<file path="config.mk">
export PLATFORM = sky130hd
export DESIGN_NAME = vrcc_regs
export DESIGN_NICKNAME = d
export VERILOG_FILES = /design/src/inc/vrcc_pkg.sv /design/src/rtl/vrcc_regs.sv /design/src/rtl/vrcc_map_reg.sv
export VERILOG_INCLUDE_DIRS = /design/src /design/src/inc
export SDC_FILE = /design/constraint.sdc
export NUM_CORES = 1
export LEC_CHECK = 0
export BUFFER_PORTS_ARGS = -buffer_cell sky130_fd_sc_hd__buf_4
export CAP_MARGIN = 15
export CORE_MARGIN = 3
export CORE_UTILIZATION = 38
export DETAILED_ROUTE_END_ITERATION = 16
export MAX_ROUTING_LAYER = met4
export PLACE_DENSITY_LB_ADDON = 0.1
export SLEW_MARGIN = 20
export SYNTH_ARGS = -nofsm -noshare
export SYNTH_HDL_FRONTEND = slang
export SYNTH_SLANG_ARGS = --single-unit
</file>
<file path="constraint.sdc">
create_clock -name sys_clk -period 1.7 [get_ports sys_clk]
set_clock_uncertainty 0.2 [all_clocks]
set_input_delay 0.085 -clock sys_clk [delete_from_list [all_inputs] [get_ports sys_clk]]
set_output_delay 0.085 -clock sys_clk [all_outputs]
set_load 0.01 [all_outputs]
</file>
<file path="src/inc/vrcc_defines.svh">
// Constants of the channel 0 resource capability and control registers.
// Assumes inclusion by bare name from the package and the design files.
`ifndef VRCC_DEFINES_SVH
`define VRCC_DEFINES_SVH

// ----------------------------------------------------------------------
// Register offsets in extended configuration space
// ----------------------------------------------------------------------
`define VRCC_ADDR_W        12
`define VRCC_CAP_OFFSET    12'h160
`define VRCC_CTL_OFFSET    12'h164

// ----------------------------------------------------------------------
// Reset values
// ----------------------------------------------------------------------
`define VRCC_CAP_RESET     32'h0000_0001
`define VRCC_CTL_RESET     32'h8000_00FF
`define VRCC_MAP_RESET     8'hFF

// ----------------------------------------------------------------------
// Capability fields
// ----------------------------------------------------------------------
`define VRCC_TBL_LOC_VAL   8'h00
`define VRCC_SLOTS_VAL     7'h00
`define VRCC_SNOOP_VAL     1'h0
`define VRCC_ASONLY_VAL    1'h0
`define VRCC_ABILITY_VAL   8'h01
`define VRCC_ABL_FIXED_RR  0
`define VRCC_ABL_WRR32     1
`define VRCC_ABL_WRR64     2
`define VRCC_ABL_WRR128    3
`define VRCC_ABL_TWRR128   4
`define VRCC_ABL_WRR256    5

// ----------------------------------------------------------------------
// Control fields
// ----------------------------------------------------------------------
`define VRCC_CHAN_EN_VAL   1'h1
`define VRCC_CHAN_ID_VAL   3'h0
`define VRCC_ARB_SEL_VAL   3'h0
`define VRCC_TBL_LOAD_VAL  1'h0
`define VRCC_MAP_FIXED     1'h1
`define VRCC_MAP_LANE      0

`endif

</file>
<file path="src/inc/vrcc_pkg.sv">
// Types shared by the channel 0 register bank and its helper module.
// Assumes the defines header is on the include path.
`include "vrcc_defines.svh"

package vrcc_pkg;

  // Configuration access request, one cycle per access.
  typedef struct packed {
    logic                     wr;
    logic                     rd;
    logic [`VRCC_ADDR_W-1:0]  addr;
    logic [3:0]               byteEn;
    logic [31:0]              wrData;
  } vrcc_req_t;

  // Configuration access answer.
  typedef struct packed {
    logic        rdValid;
    logic        wrDone;
    logic        hit;
    logic [31:0] rdData;
  } vrcc_rsp_t;

  // Capability register layout.
  typedef struct packed {
    logic [7:0] tableLocation;
    logic       rsvd23;
    logic [6:0] maxTimeSlots;
    logic       snoopReject;
    logic       advancedSwitchingOnly;
    logic [5:0] rsvd13to8;
    logic [7:0] arbitrationAbilityField;
  } vrcc_cap_t;

  // Control register layout.
  typedef struct packed {
    logic       channelEnable;
    logic [3:0] rsvd30to27;
    logic [2:0] channelIdentifier;
    logic [3:0] rsvd23to20;
    logic [2:0] arbitrationSchemeChoice;
    logic       tableLoad;
    logic [7:0] rsvd15to8;
    logic [7:0] trafficClassMapping;
  } vrcc_ctl_t;

  typedef enum logic [1:0] {
    VRCC_SEL_NONE = 2'b00,
    VRCC_SEL_CAP  = 2'b01,
    VRCC_SEL_CTL  = 2'b10
  } vrcc_sel_t;

endpackage : vrcc_pkg

</file>
<file path="src/rtl/vrcc_regs.sv">
// Channel 0 resource capability and control registers of the bridge.
// Assumes single-cycle configuration requests on sys_clk from the
// configuration decoder, and that other blocks answer other offsets.
`timescale 1ns/100ps
`default_nettype none
`include "vrcc_defines.svh"

// Functional notes
// RULE1 - Capability register at 0x160 is read-only, reset value 0x00000001.
// RULE2 - Capability bits 31:24 read 0x00: no port arbitration table.
// RULE3 - Maximum time-slot field, bits 22:16, reads zero.
// RULE4 - Snoop-rejection bit 15 reads 0.
// RULE5 - Bit 14 reads 0: channel not limited to switching traffic.
// RULE6 - Reserved capability bits 23 and 13:8 read zero.
// RULE7 - Ability bits: fixed RR, WRR 32/64/128, time WRR 128, WRR 256.
// RULE8 - Ability field reads 0x01: only fixed round-robin.
// RULE9 - Control register at 0x164 is mixed access, reset 0x800000FF.
// RULE10 - Channel enable bit 31 is hardwired to 1.
// RULE11 - Channel identifier bits 26:24 hardwired to 000b.
// RULE12 - Arbitration select bits 19:17 read-only, return 000b.
// RULE13 - Table-load bit 16 is read-only and returns 0.
// RULE14 - Reserved control bits 30:27, 23:20, 15:8 read zero.
// RULE15 - Control bits 7:0 are a writable class-to-channel map.
// RULE16 - Map bit 0 is read-only and always 1.
// RULE17 - Map resets to 0xFF, all classes on channel 0.
// RULE18 - Writes change only map bits 7:1; all else stays.
module vrcc_regs
  import vrcc_pkg::*;
(
  // Clock and reset
  input  wire logic       sys_clk,
  input  wire logic       sys_rst,
  // Configuration access
  input  wire vrcc_req_t  cfgReq,
  output vrcc_rsp_t       cfgRsp,
  // Channel settings toward the arbiters
  output logic [7:0]      trafficClassMapping,
  output logic            channelEnable,
  output logic [2:0]      channelIdentifier,
  output logic [2:0]      arbitrationSchemeChoice,
  output logic [7:0]      arbitrationAbilityField,
  // Traffic class routing query
  input  wire logic       tcQueryValid,
  input  wire logic [2:0] tcQueryClass,
  output logic            tcQueryDone,
  output logic            tcQueryHit
);

  // --------------------------------------------------------------------
  // Functions
  // --------------------------------------------------------------------

  // Decodes an extended offset into one of the two registers.
  function automatic vrcc_sel_t decodeSel(
    input logic [`VRCC_ADDR_W-1:0] addr
  );
    vrcc_sel_t sel;
    sel = VRCC_SEL_NONE;
    if (addr == `VRCC_CAP_OFFSET) begin
      sel = VRCC_SEL_CAP;
    end else if (addr == `VRCC_CTL_OFFSET) begin
      sel = VRCC_SEL_CTL;
    end
    return sel;
  endfunction : decodeSel

  // Builds the constant capability word.
  function automatic vrcc_cap_t buildCap();
    vrcc_cap_t cap;
    cap                         = '0;            // see RULE6
    cap.tableLocation           = `VRCC_TBL_LOC_VAL;  // see RULE2
    cap.maxTimeSlots            = `VRCC_SLOTS_VAL;    // see RULE3
    cap.snoopReject             = `VRCC_SNOOP_VAL;    // see RULE4
    cap.advancedSwitchingOnly   = `VRCC_ASONLY_VAL;   // see RULE5
    cap.arbitrationAbilityField = `VRCC_ABILITY_VAL;  // see RULE8
    return cap;
  endfunction : buildCap

  // Builds the control word around the stored map.
  function automatic vrcc_ctl_t buildCtl(input logic [7:0] map);
    vrcc_ctl_t ctl;
    ctl                         = '0;            // see RULE14
    ctl.channelEnable           = `VRCC_CHAN_EN_VAL;  // see RULE10
    ctl.channelIdentifier       = `VRCC_CHAN_ID_VAL;  // see RULE11
    ctl.arbitrationSchemeChoice = `VRCC_ARB_SEL_VAL;  // see RULE12
    ctl.tableLoad               = `VRCC_TBL_LOAD_VAL; // see RULE13
    ctl.trafficClassMapping     = map;                // see RULE15
    return ctl;
  endfunction : buildCtl

  // Reports whether a given ability bit is advertised.
  function automatic logic abilityHas(
    input logic [7:0] ability,
    input int unsigned pos
  );
    return ability[pos[2:0]];
  endfunction : abilityHas

  // --------------------------------------------------------------------
  // Access decode
  // --------------------------------------------------------------------

  vrcc_sel_t   accSel;
  logic        accHit;
  logic        mapWr;
  logic [7:0]  mapQ;
  vrcc_cap_t   capWord;
  vrcc_ctl_t   ctlWord;
  logic [31:0] rdWord;

  assign accSel  = decodeSel(cfgReq.addr);
  assign accHit  = (accSel != VRCC_SEL_NONE);
  assign capWord = buildCap();                    // see RULE1
  assign ctlWord = buildCtl(mapQ);                // see RULE9

  // Only byte lane 0 of the control register carries writable bits, so
  // the capability register and all upper lanes simply drop writes.
  assign mapWr = cfgReq.wr && (accSel == VRCC_SEL_CTL)
                 && cfgReq.byteEn[0];             // see RULE18

  // --------------------------------------------------------------------
  // Traffic class map storage
  // --------------------------------------------------------------------

  vrcc_map_reg vrcc_map_reg_i (
    .sys_clk   (sys_clk),
    .sys_rst   (sys_rst),
    .mapWr     (mapWr),
    .mapWrData (cfgReq.wrData[7:0]),
    .mapQ      (mapQ)
  );

  // --------------------------------------------------------------------
  // Read data selection
  // --------------------------------------------------------------------

  always_comb begin
    rdWord = '0;
    unique case (accSel)
      VRCC_SEL_CAP: begin
        rdWord = capWord;                         // see RULE1
      end
      VRCC_SEL_CTL: begin
        rdWord = ctlWord;                         // see RULE9
      end
      VRCC_SEL_NONE: begin
        rdWord = '0;
      end
      default: begin
        rdWord = '0;
      end
    endcase
  end

  // --------------------------------------------------------------------
  // Configuration answer
  // --------------------------------------------------------------------

  logic        rdValid_ff;
  logic        wrDone_ff;
  logic        hit_ff;
  logic [31:0] rdData_ff;

  always_ff @(posedge sys_clk or posedge sys_rst) begin
    if (sys_rst) begin
      rdValid_ff <= 1'b0;
      wrDone_ff  <= 1'b0;
    end else begin
      rdValid_ff <= cfgReq.rd;
      wrDone_ff  <= cfgReq.wr && !cfgReq.rd;
    end
  end

  always_ff @(posedge sys_clk or posedge sys_rst) begin
    if (sys_rst) begin
      hit_ff <= 1'b0;
    end else if (cfgReq.rd || cfgReq.wr) begin
      hit_ff <= accHit;
    end else begin
      hit_ff <= 1'b0;
    end
  end

  // Read data are held between reads and forced to zero on a miss.
  always_ff @(posedge sys_clk or posedge sys_rst) begin
    if (sys_rst) begin
      rdData_ff <= '0;
    end else if (cfgReq.rd) begin
      rdData_ff <= rdWord;                        // see RULE6
    end
  end

  assign cfgRsp.rdValid = rdValid_ff;
  assign cfgRsp.wrDone  = wrDone_ff;
  assign cfgRsp.hit     = hit_ff;
  assign cfgRsp.rdData  = rdData_ff;

  // --------------------------------------------------------------------
  // Channel settings
  // --------------------------------------------------------------------

  logic [7:0] tcMap_ff;
  logic       chanEn_ff;
  logic [2:0] chanId_ff;
  logic [2:0] arbSel_ff;
  logic [7:0] ability_ff;

  // The arbiters see the map one cycle after it changes.
  always_ff @(posedge sys_clk or posedge sys_rst) begin
    if (sys_rst) begin
      tcMap_ff <= `VRCC_MAP_RESET;                // see RULE17
    end else begin
      tcMap_ff <= ctlWord.trafficClassMapping;
    end
  end

  always_ff @(posedge sys_clk or posedge sys_rst) begin
    if (sys_rst) begin
      chanEn_ff  <= `VRCC_CHAN_EN_VAL;
      chanId_ff  <= `VRCC_CHAN_ID_VAL;
      arbSel_ff  <= `VRCC_ARB_SEL_VAL;
      ability_ff <= `VRCC_ABILITY_VAL;
    end else begin
      chanEn_ff  <= ctlWord.channelEnable;        // see RULE10
      chanId_ff  <= ctlWord.channelIdentifier;    // see RULE11
      arbSel_ff  <= ctlWord.arbitrationSchemeChoice; // see RULE12
      ability_ff <= capWord.arbitrationAbilityField; // see RULE7
    end
  end

  assign trafficClassMapping     = tcMap_ff;
  assign channelEnable           = chanEn_ff;
  assign channelIdentifier       = chanId_ff;
  assign arbitrationSchemeChoice = arbSel_ff;
  assign arbitrationAbilityField = ability_ff;

  // --------------------------------------------------------------------
  // Advertised arbitration schemes
  // --------------------------------------------------------------------

  // Only the fixed round-robin scheme is advertised, so the arbiter is
  // never asked to run a weighted or time-based schedule.
  logic fixedRrOk;
  logic weightedOk;

  assign fixedRrOk  = abilityHas(ability_ff, `VRCC_ABL_FIXED_RR); // see RULE7
  assign weightedOk = abilityHas(ability_ff, `VRCC_ABL_WRR32)
                      || abilityHas(ability_ff, `VRCC_ABL_WRR64)
                      || abilityHas(ability_ff, `VRCC_ABL_WRR128)
                      || abilityHas(ability_ff, `VRCC_ABL_TWRR128)
                      || abilityHas(ability_ff, `VRCC_ABL_WRR256);

  // --------------------------------------------------------------------
  // Traffic class routing query
  // --------------------------------------------------------------------

  logic queryDone_ff;
  logic queryHit_ff;

  // A class routes here only while mapped, the channel is enabled and any scheme is advertised.
  always_ff @(posedge sys_clk or posedge sys_rst) begin
    if (sys_rst) begin
      queryDone_ff <= 1'b0;
      queryHit_ff  <= 1'b0;
    end else begin
      queryDone_ff <= tcQueryValid;
      if (tcQueryValid) begin
        queryHit_ff <= tcMap_ff[tcQueryClass] && chanEn_ff
                       && (fixedRrOk || weightedOk);  // see RULE15
      end
    end
  end

  assign tcQueryDone = queryDone_ff;
  assign tcQueryHit  = queryHit_ff;

endmodule : vrcc_regs

`default_nettype wire

</file>
<file path="src/rtl/vrcc_map_reg.sv">
// Writable traffic class map of channel 0.
// Assumes a write strobe already qualified by address and byte lane 0.
`timescale 1ns/100ps
`default_nettype none
`include "vrcc_defines.svh"

module vrcc_map_reg
  import vrcc_pkg::*;
(
  // Clock and reset
  input  wire logic       sys_clk,
  input  wire logic       sys_rst,
  // Write side
  input  wire logic       mapWr,
  input  wire logic [7:0] mapWrData,
  // Stored map
  output logic [7:0]      mapQ
);

  logic [7:0] map_ff;
  logic [7:0] nxt_map;

  // Class 0 is forced mapped; the other classes take the written bits.
  always_comb begin
    nxt_map = map_ff;
    if (mapWr) begin
      nxt_map = mapWrData;                       // see RULE18
    end
    nxt_map[`VRCC_MAP_LANE] = `VRCC_MAP_FIXED;   // see RULE16
  end

  always_ff @(posedge sys_clk or posedge sys_rst) begin
    if (sys_rst) begin
      map_ff <= `VRCC_MAP_RESET;                 // see RULE17
    end else begin
      map_ff <= nxt_map;                         // see RULE15
    end
  end

  assign mapQ = map_ff;

endmodule : vrcc_map_reg

`default_nettype wire

</file>
==> results.py, run 1 <==
metrics = {
    "grt": {
        "grt_max_degree": 29,
        "global_route_wire_length_before_repair_mm": 3.933,
        "track_usage": 0.1220,
        "antenna_found_initial": 0,
        "grt_pass1_vias": 918,
        "overflow": 0,
    },
    "logic_synthesis": {
        "yosysSeqAreaShare": 0.5098,
        "syn_avg_cell_area_um2": 11.45,
        "yosysWarningCount": 0,
        "netlist_top_cells_area": "dfstp_2, dfrtp_1, buf_4",
        "yosys_register_bits": 28,
        "yosys.cell_types.count": 22,
        "syn-instance-count": 123,
        "synthesis.area_um2": 1409,
        "synth.largest_area_cell": "dfstp_2",
        "synth_largest_type_area_fraction": 0.2611,
    },
    "finish": {
        "final_design_area_no_fill_um2": 1863,
        "nNetsFinal": 243,
        "most-common-layout-cells": "buf_4, conb_1, inv_1",
        "final_layout_size_suffix_gt1_frac": 0.4409,
        "area_growth_syn_to_layout_pct": 32.24,
        "final_cells": 232,
        "layout.cells.most_common": "buf_4",
        "n_antenna_cell": 0,
    },
    "worst_setup_path": {
        "type_of_origin_of_the_critical_path": "primary input",
        "crit_required_ns": 1.70,
        "cp.arrival_ns": 1.60,
        "regToRegSetupSlack_ns": 0.21,
        "path_class": "in2reg",
        "timing.critical_path.from": "cfgReq[48]",
        "reg2reg_from": "trafficClassMapping[7]",
        "timing.rr.end": "tcQueryHit",
        "worstSetupEndpointType": "flop",
        "timing.reg2reg.worst_path_depth": 3,
        "path_max_fanout": 8,
    },
    "timing": {
        "min_period_ns": 1.600,
        "final.setup.tns_ns": 0,
        "max_freq_ghz": 0.6250,
        "timing_hold_violations_final": 0,
        "setup_viol_count_final": 0,
        "fin_ws_ns": 0.09995,
        "final_min_period_over_clock_period": 0.9412,
        "grt_setup_unrepaired": "false",
        "slew_violations": 0,
        "hold_slack_ns": 0.01486,
    },
    "drt": {
        "routed_wire_length_per_instance_um": 11.39,
        "wl_mm": 2.643,
        "drc_viols": 0,
        "drt_first_iter_violations": 14,
        "drtAntennaViolNets": 0,
        "avgViaCountPerCell": 3.892,
        "dr_total_vias": 903,
        "drtPass1Iterations": 4,
    },
    "clocking": {
        "cts_tree": "done",
        "deepest_level_of_the_cts_h_tree": 1,
        "clk_transition_reported_paths_ns": 0.09,
        "total_clock_buffers_created_by_cts": 3,
        "worstSkewPairLatency_ns": 0.27,
        "clock_tree.buffer_depth": 2,
        "tritoncts_num_sinks": 28,
        "root_buffer": "clkbuf_8",
    },
    "run": {
        "cap_violations": 0,
    },
    "placement": {
        "preCtsSetupSlack_ns": -0.1057,
        "dpl.hpwl_mm": 2.020,
        "count_of_buffers_inserted_at_the_top_level_ports": 48,
        "routability_congestion_estimate": 0.7073,
        "placed_area_um2": 1664,
        "cells_after_dpl": 213,
    },
    "power_and_ir_drop": {
        "power.leakage_uw": 0.0009243,
        "peak_supply_drop_mv": 0.3457,
        "cellPowerDensity_nw_per_um2": 641.3,
    },
    "floorplan": {
        "row_count": 21,
        "die-width_um": 66.89,
        "start_util": 0.4093,
        "floorplan.io_pins": 116,
        "core_um2": 3442,
        "floorplan.die.height_um": 66.89,
        "die_area_um2": 4474,
    },
    "run_status": {
        "outcome": "completed",
    },
    "worst_hold_path": {
        "worstHoldPathCells": 3,
        "hp-class": "in2reg",
        "hold_end": "tcQueryHit",
        "holdCritStartpoint": "tcQueryClass[0]",
    },
}
registers in the layout (all words and copies together), names as in the netlist:
name and count:
rdData_ff 9, trafficClassMapping 7, vrcc_map_reg_i.mapQ 7, hit_ff 1, rdValid_ff 1, tcQueryDone 1, tcQueryHit 1, wrDone_ff 1
synth_stat cells, drive strengths merged:
| master | number |
|---|---|
| nor3 | 1 |
| mux2i | 4 |
| mux2 | 8 |
| nand3 | 1 |
| nand2 | 1 |
| nor2b | 2 |
| dfrtp | 14 |
| or4b | 1 |
| conb | 2 |
| mux4 | 1 |
| buf | 43 |
| nor4 | 1 |
| nand4bb | 1 |
| or3 | 1 |
| o21ai | 1 |
| clkbuf | 1 |
| dfstp | 14 |
| o21a | 1 |
| o22ai | 7 |
| inv | 17 |
| or4 | 1 |
where the power goes:
| part | leakage [uW] | internal, uW | total, uW | switching [uW] |
|---|---|---|---|---|
| Sequential | 0.000334 | 674 | 676 | 2.08 |
| Clock | 0.0000228 | 168 | 357 | 189 |
| Combinational | 0.000568 | 78.5 | 162 | 83.6 |
cell families after synthesis:
| logic type | count (synthesis) | share of synthesized area |
|---|---|---|
| flip-flops | 28 | 0.5098 |
| multiplexers | 13 | 0.1084 |
| AND/OR/NAND/NOR | 10 | 0.06127 |
| AO/OA/AOI/OAI | 9 | 0.03996 |
| buffers and inverters | 61 | 0.2753 |
| other | 2 | 0.005331 |
per-layer routing:
layer  wire [um]  track usage  up-vias
li1            -            -      436
met3         201      0.02698        5
met5           0            -        -
met1         949       0.1296      419
met2        1452       0.2191       43
met4          39      0.04810        0
worst max-delay path by stage:
| stage | end | slack, ns | cells past startpoint |
|---|---|---|---|
| global route | hit_ff | 0.06 | 5 |
| finish | rdData_ff[6] | 0.1 | 6 |
| floorplan | vrcc_map_reg_i.mapQ[1] | 0.02 | 3 |
| detailed placement | vrcc_map_reg_i.mapQ[7] | -0.11 | 5 |
| CTS | rdData_ff[5] | 0.02 | 6 |
| global placement | vrcc_map_reg_i.mapQ[5] | -0.09 | 5 |
through the flow:
step | utilization | total power [uW]
floorplan | - | 824.5
CTS | 0.5344 | 1208
finish | 0.5413 | 1195
global placement | 0.4835 | 820.3
global route | 0.5413 | 1255
detailed placement | 0.4835 | 822.3
critical path: stages:
cell	delay (ns)
dlygate4sd3_1	0.54
buf_6	0.11
nand2_1	0.04
or4_1	0.51
buf_4	0.18
o22ai_1	0.12
cell type report:
type	instances	area (um^2)
timing repair buffer	66	531.8
fill	325	1579
multi-input combinational	71	446.7
tap	46	57.56
inverter	17	63.81
clock buffer	4	45.04
sequential	28	718.2
timing repair:
item | CTS | global route
resized for setup | 0 | 2
endpoints found under the setup margin | 0 | 7
endpoints found under the hold margin | 49 | 0
setup buffers | 0 | 2
hold buffers | 13 | 0
(Power assumes the default switching activity.)
==> inputs of run 2 (changes only) <==
CORE_MARGIN = 2   (was 3)
==> run 2 against run 1 <==
Wire length shrank 5.4%; sequential power is essentially flat; global-route usage is 0.52 points higher; largest power group unchanged; sequential share of layout area decreased by 0.41 points; critical path depth down 1; worst setup slack lost 0.014 ns.
==> results.py, run 2 (synthesized netlist as in run 1, its figures left out) <==
metrics = {
    "timing": {
        "max_freq_ghz": 0.6196,
        "grt_setup_unrepaired": "false",
        "min_period_ns": 1.614,
        "setup_viol_count_final": 0,
        "final_min_period_over_clock_period": 0.9493,
        "timing_hold_violations_final": 0,
        "slew_violations": 0,
        "fin_ws_ns": 0.08617,
    },
    "clocking": {
        "root_buffer": "clkbuf_8",
        "total_clock_buffers_created_by_cts": 3,
        "worstSkewPairLatency_ns": 0.27,
        "clock_tree.buffer_depth": 2,
        "tritoncts_num_sinks": 28,
        "cts_setup_buffers": 0,
        "deepest_level_of_the_cts_h_tree": 1,
        "cts_tree": "done",
        "clk_transition_reported_paths_ns": 0.09,
    },
    "worst_setup_path": {
        "worstPathBufferInverterCount": 2,
        "crit_path_top_delay_cell": "dlygate4sd3_1",
        "critPathTopFamily": "buffers and inverters",
        "worstSetupEndpointType": "flop",
        "path_max_fanout": 3,
        "reg2reg_from": "trafficClassMapping[5]",
        "timing.critical_path.from": "cfgReq[40]",
        "type_of_origin_of_the_critical_path": "primary input",
        "max_stage_delay_ns": 0.58,
        "crit_path_cell_trace": "buf_4, or4b_4, dlygate4sd3_1, nor3_2, mux2_2",
        "path_class": "in2reg",
        "crit_required_ns": 1.71,
        "cp.arrival_ns": 1.63,
    },
    "finish": {
        "area_growth_syn_to_layout_pct": 33.66,
        "final_cells": 233,
        "largest_register_ffs": 9,
        "most-common-layout-cells": "buf_4, conb_1, inv_1",
        "largest_register": "rdData_ff",
        "n_antenna_cell": 0,
        "final.fill_count": 353,
        "nNetsFinal": 242,
        "layout.cells.most_common": "buf_4",
        "final_layout_size_suffix_gt1_frac": 0.4378,
    },
    "grt": {
        "antenna_found_initial": 0,
        "overflow": 0,
        "grt_max_degree": 29,
        "global_route_wire_length_before_repair_mm": 3.995,
        "grt_pass1_vias": 908,
        "track_usage": 0.1272,
    },
    "drt": {
        "avgViaCountPerCell": 4.000,
        "drtPass1Iterations": 2,
        "dr_total_vias": 932,
        "drtAntennaViolNets": 0,
        "routed_wire_length_per_instance_um": 10.73,
        "drc_viols": 0,
        "drt_first_iter_violations": 9,
        "wl_mm": 2.499,
    },
    "floorplan": {
        "floorplan.die.height_um": 64.89,
        "start_util": 0.3907,
        "core_um2": 3606,
        "die-width_um": 64.89,
        "row_count": 22,
        "floorplan.io_pins": 116,
        "die_area_um2": 4211,
    },
    "placement": {
        "routability_congestion_estimate": 0.7537,
        "cells_after_dpl": 215,
        "preCtsSetupSlack_ns": -0.09846,
        "count_of_buffers_inserted_at_the_top_level_ports": 48,
        "dpl.hpwl_mm": 1.887,
    },
    "power_and_ir_drop": {
        "cellPowerDensity_nw_per_um2": 716.7,
        "power.leakage_uw": 0.0009253,
        "peak_supply_drop_mv": 0.4012,
    },
    "worst_hold_path": {
        "holdCritStartpoint": "cfgReq[37]",
        "hp-class": "in2reg",
    },
    "run_status": {
        "outcome": "completed",
    },
    "run": {
        "cap_violations": 0,
    },
}
run 2: cell types whose count changed in the layout (fill, tap and decap cells not counted), sizes merged:
cell,previous run,this run
clkbuf,4,3
bufinv,0,1
dlygate4sd3,13,14
buf,53,51
run 2: worst paths after layout:
| path | cells past startpoint | slack [ns] | to |
|---|---|---|---|
| min in group asynchronous | 4 | 0.22 | rdData_ff[2] |
| hold / removal | 4 | 0.05 | hit_ff |
| setup / recovery | 5 | 0.09 | rdData_ff[0] |
| setup reg to reg | 3 | 0.22 | tcQueryHit |
| max in group asynchronous | 4 | 0.77 | trafficClassMapping[5] |
| hold reg to reg | 0 | 0.18 | trafficClassMapping[7] |
run 2: tightest hold or removal path: cells and delay by family:
family          cells  cell delay (ns)
buf+inv             1             0.07
compound gates      1             0.09
simple gates        2             0.24
run 2: power by group:
| part | total [uW] | switching [uW] | internal (uW) |
|---|---|---|---|
| Combinational | 160 | 82.6 | 77.0 |
| Clock | 514 | 199 | 315 |
| Sequential | 676 | 2.10 | 674 |
run 2: metal layers:
layer	vias to the layer above	track usage	wire (um)
li1	437	-	-
met1	446	0.1281	873
met2	45	0.2423	1412
met3	4	0.02778	173
met4	0	0.03989	39
met5	-	-	0
run 2: metrics by stage:
step	area, um^2	total power [uW]	hold WS [ns]	TNS (ns)	util
5_1_grt	1883	1421	0.08066	0	0.5222
6_report	1883	1350	0.05421	0	0.5222
3_3_place_gp	1667	819.8	-0.02931	-0.8316	0.4622
4_1_cts	1878	1369	0.04863	0	0.5208
3_5_place_dp	1667	822.0	-0.02755	-0.8709	0.4622
2_1_floorplan	1548	824.5	-0.08357	0	-
run 2: final cells by class:
type	instances	area (um^2)	area share
clock buffers	3	41.29	0.02193
clock inverters	1	30.03	0.01595
inverters	17	63.81	0.03389
multi-input cells	71	446.7	0.2372
flip-flops and latches	28	718.2	0.3814
well taps	48	60.06	0.03189
repair buffers	65	523.0	0.2777
run 2: what timing repair did:
item / 4_1_cts / 5_1_grt
hold endpoints to repair: 49 / 0
setup endpoints to repair: 0 / 2
gates resized for setup: 0 / 1
hold buffers: 14 / 0
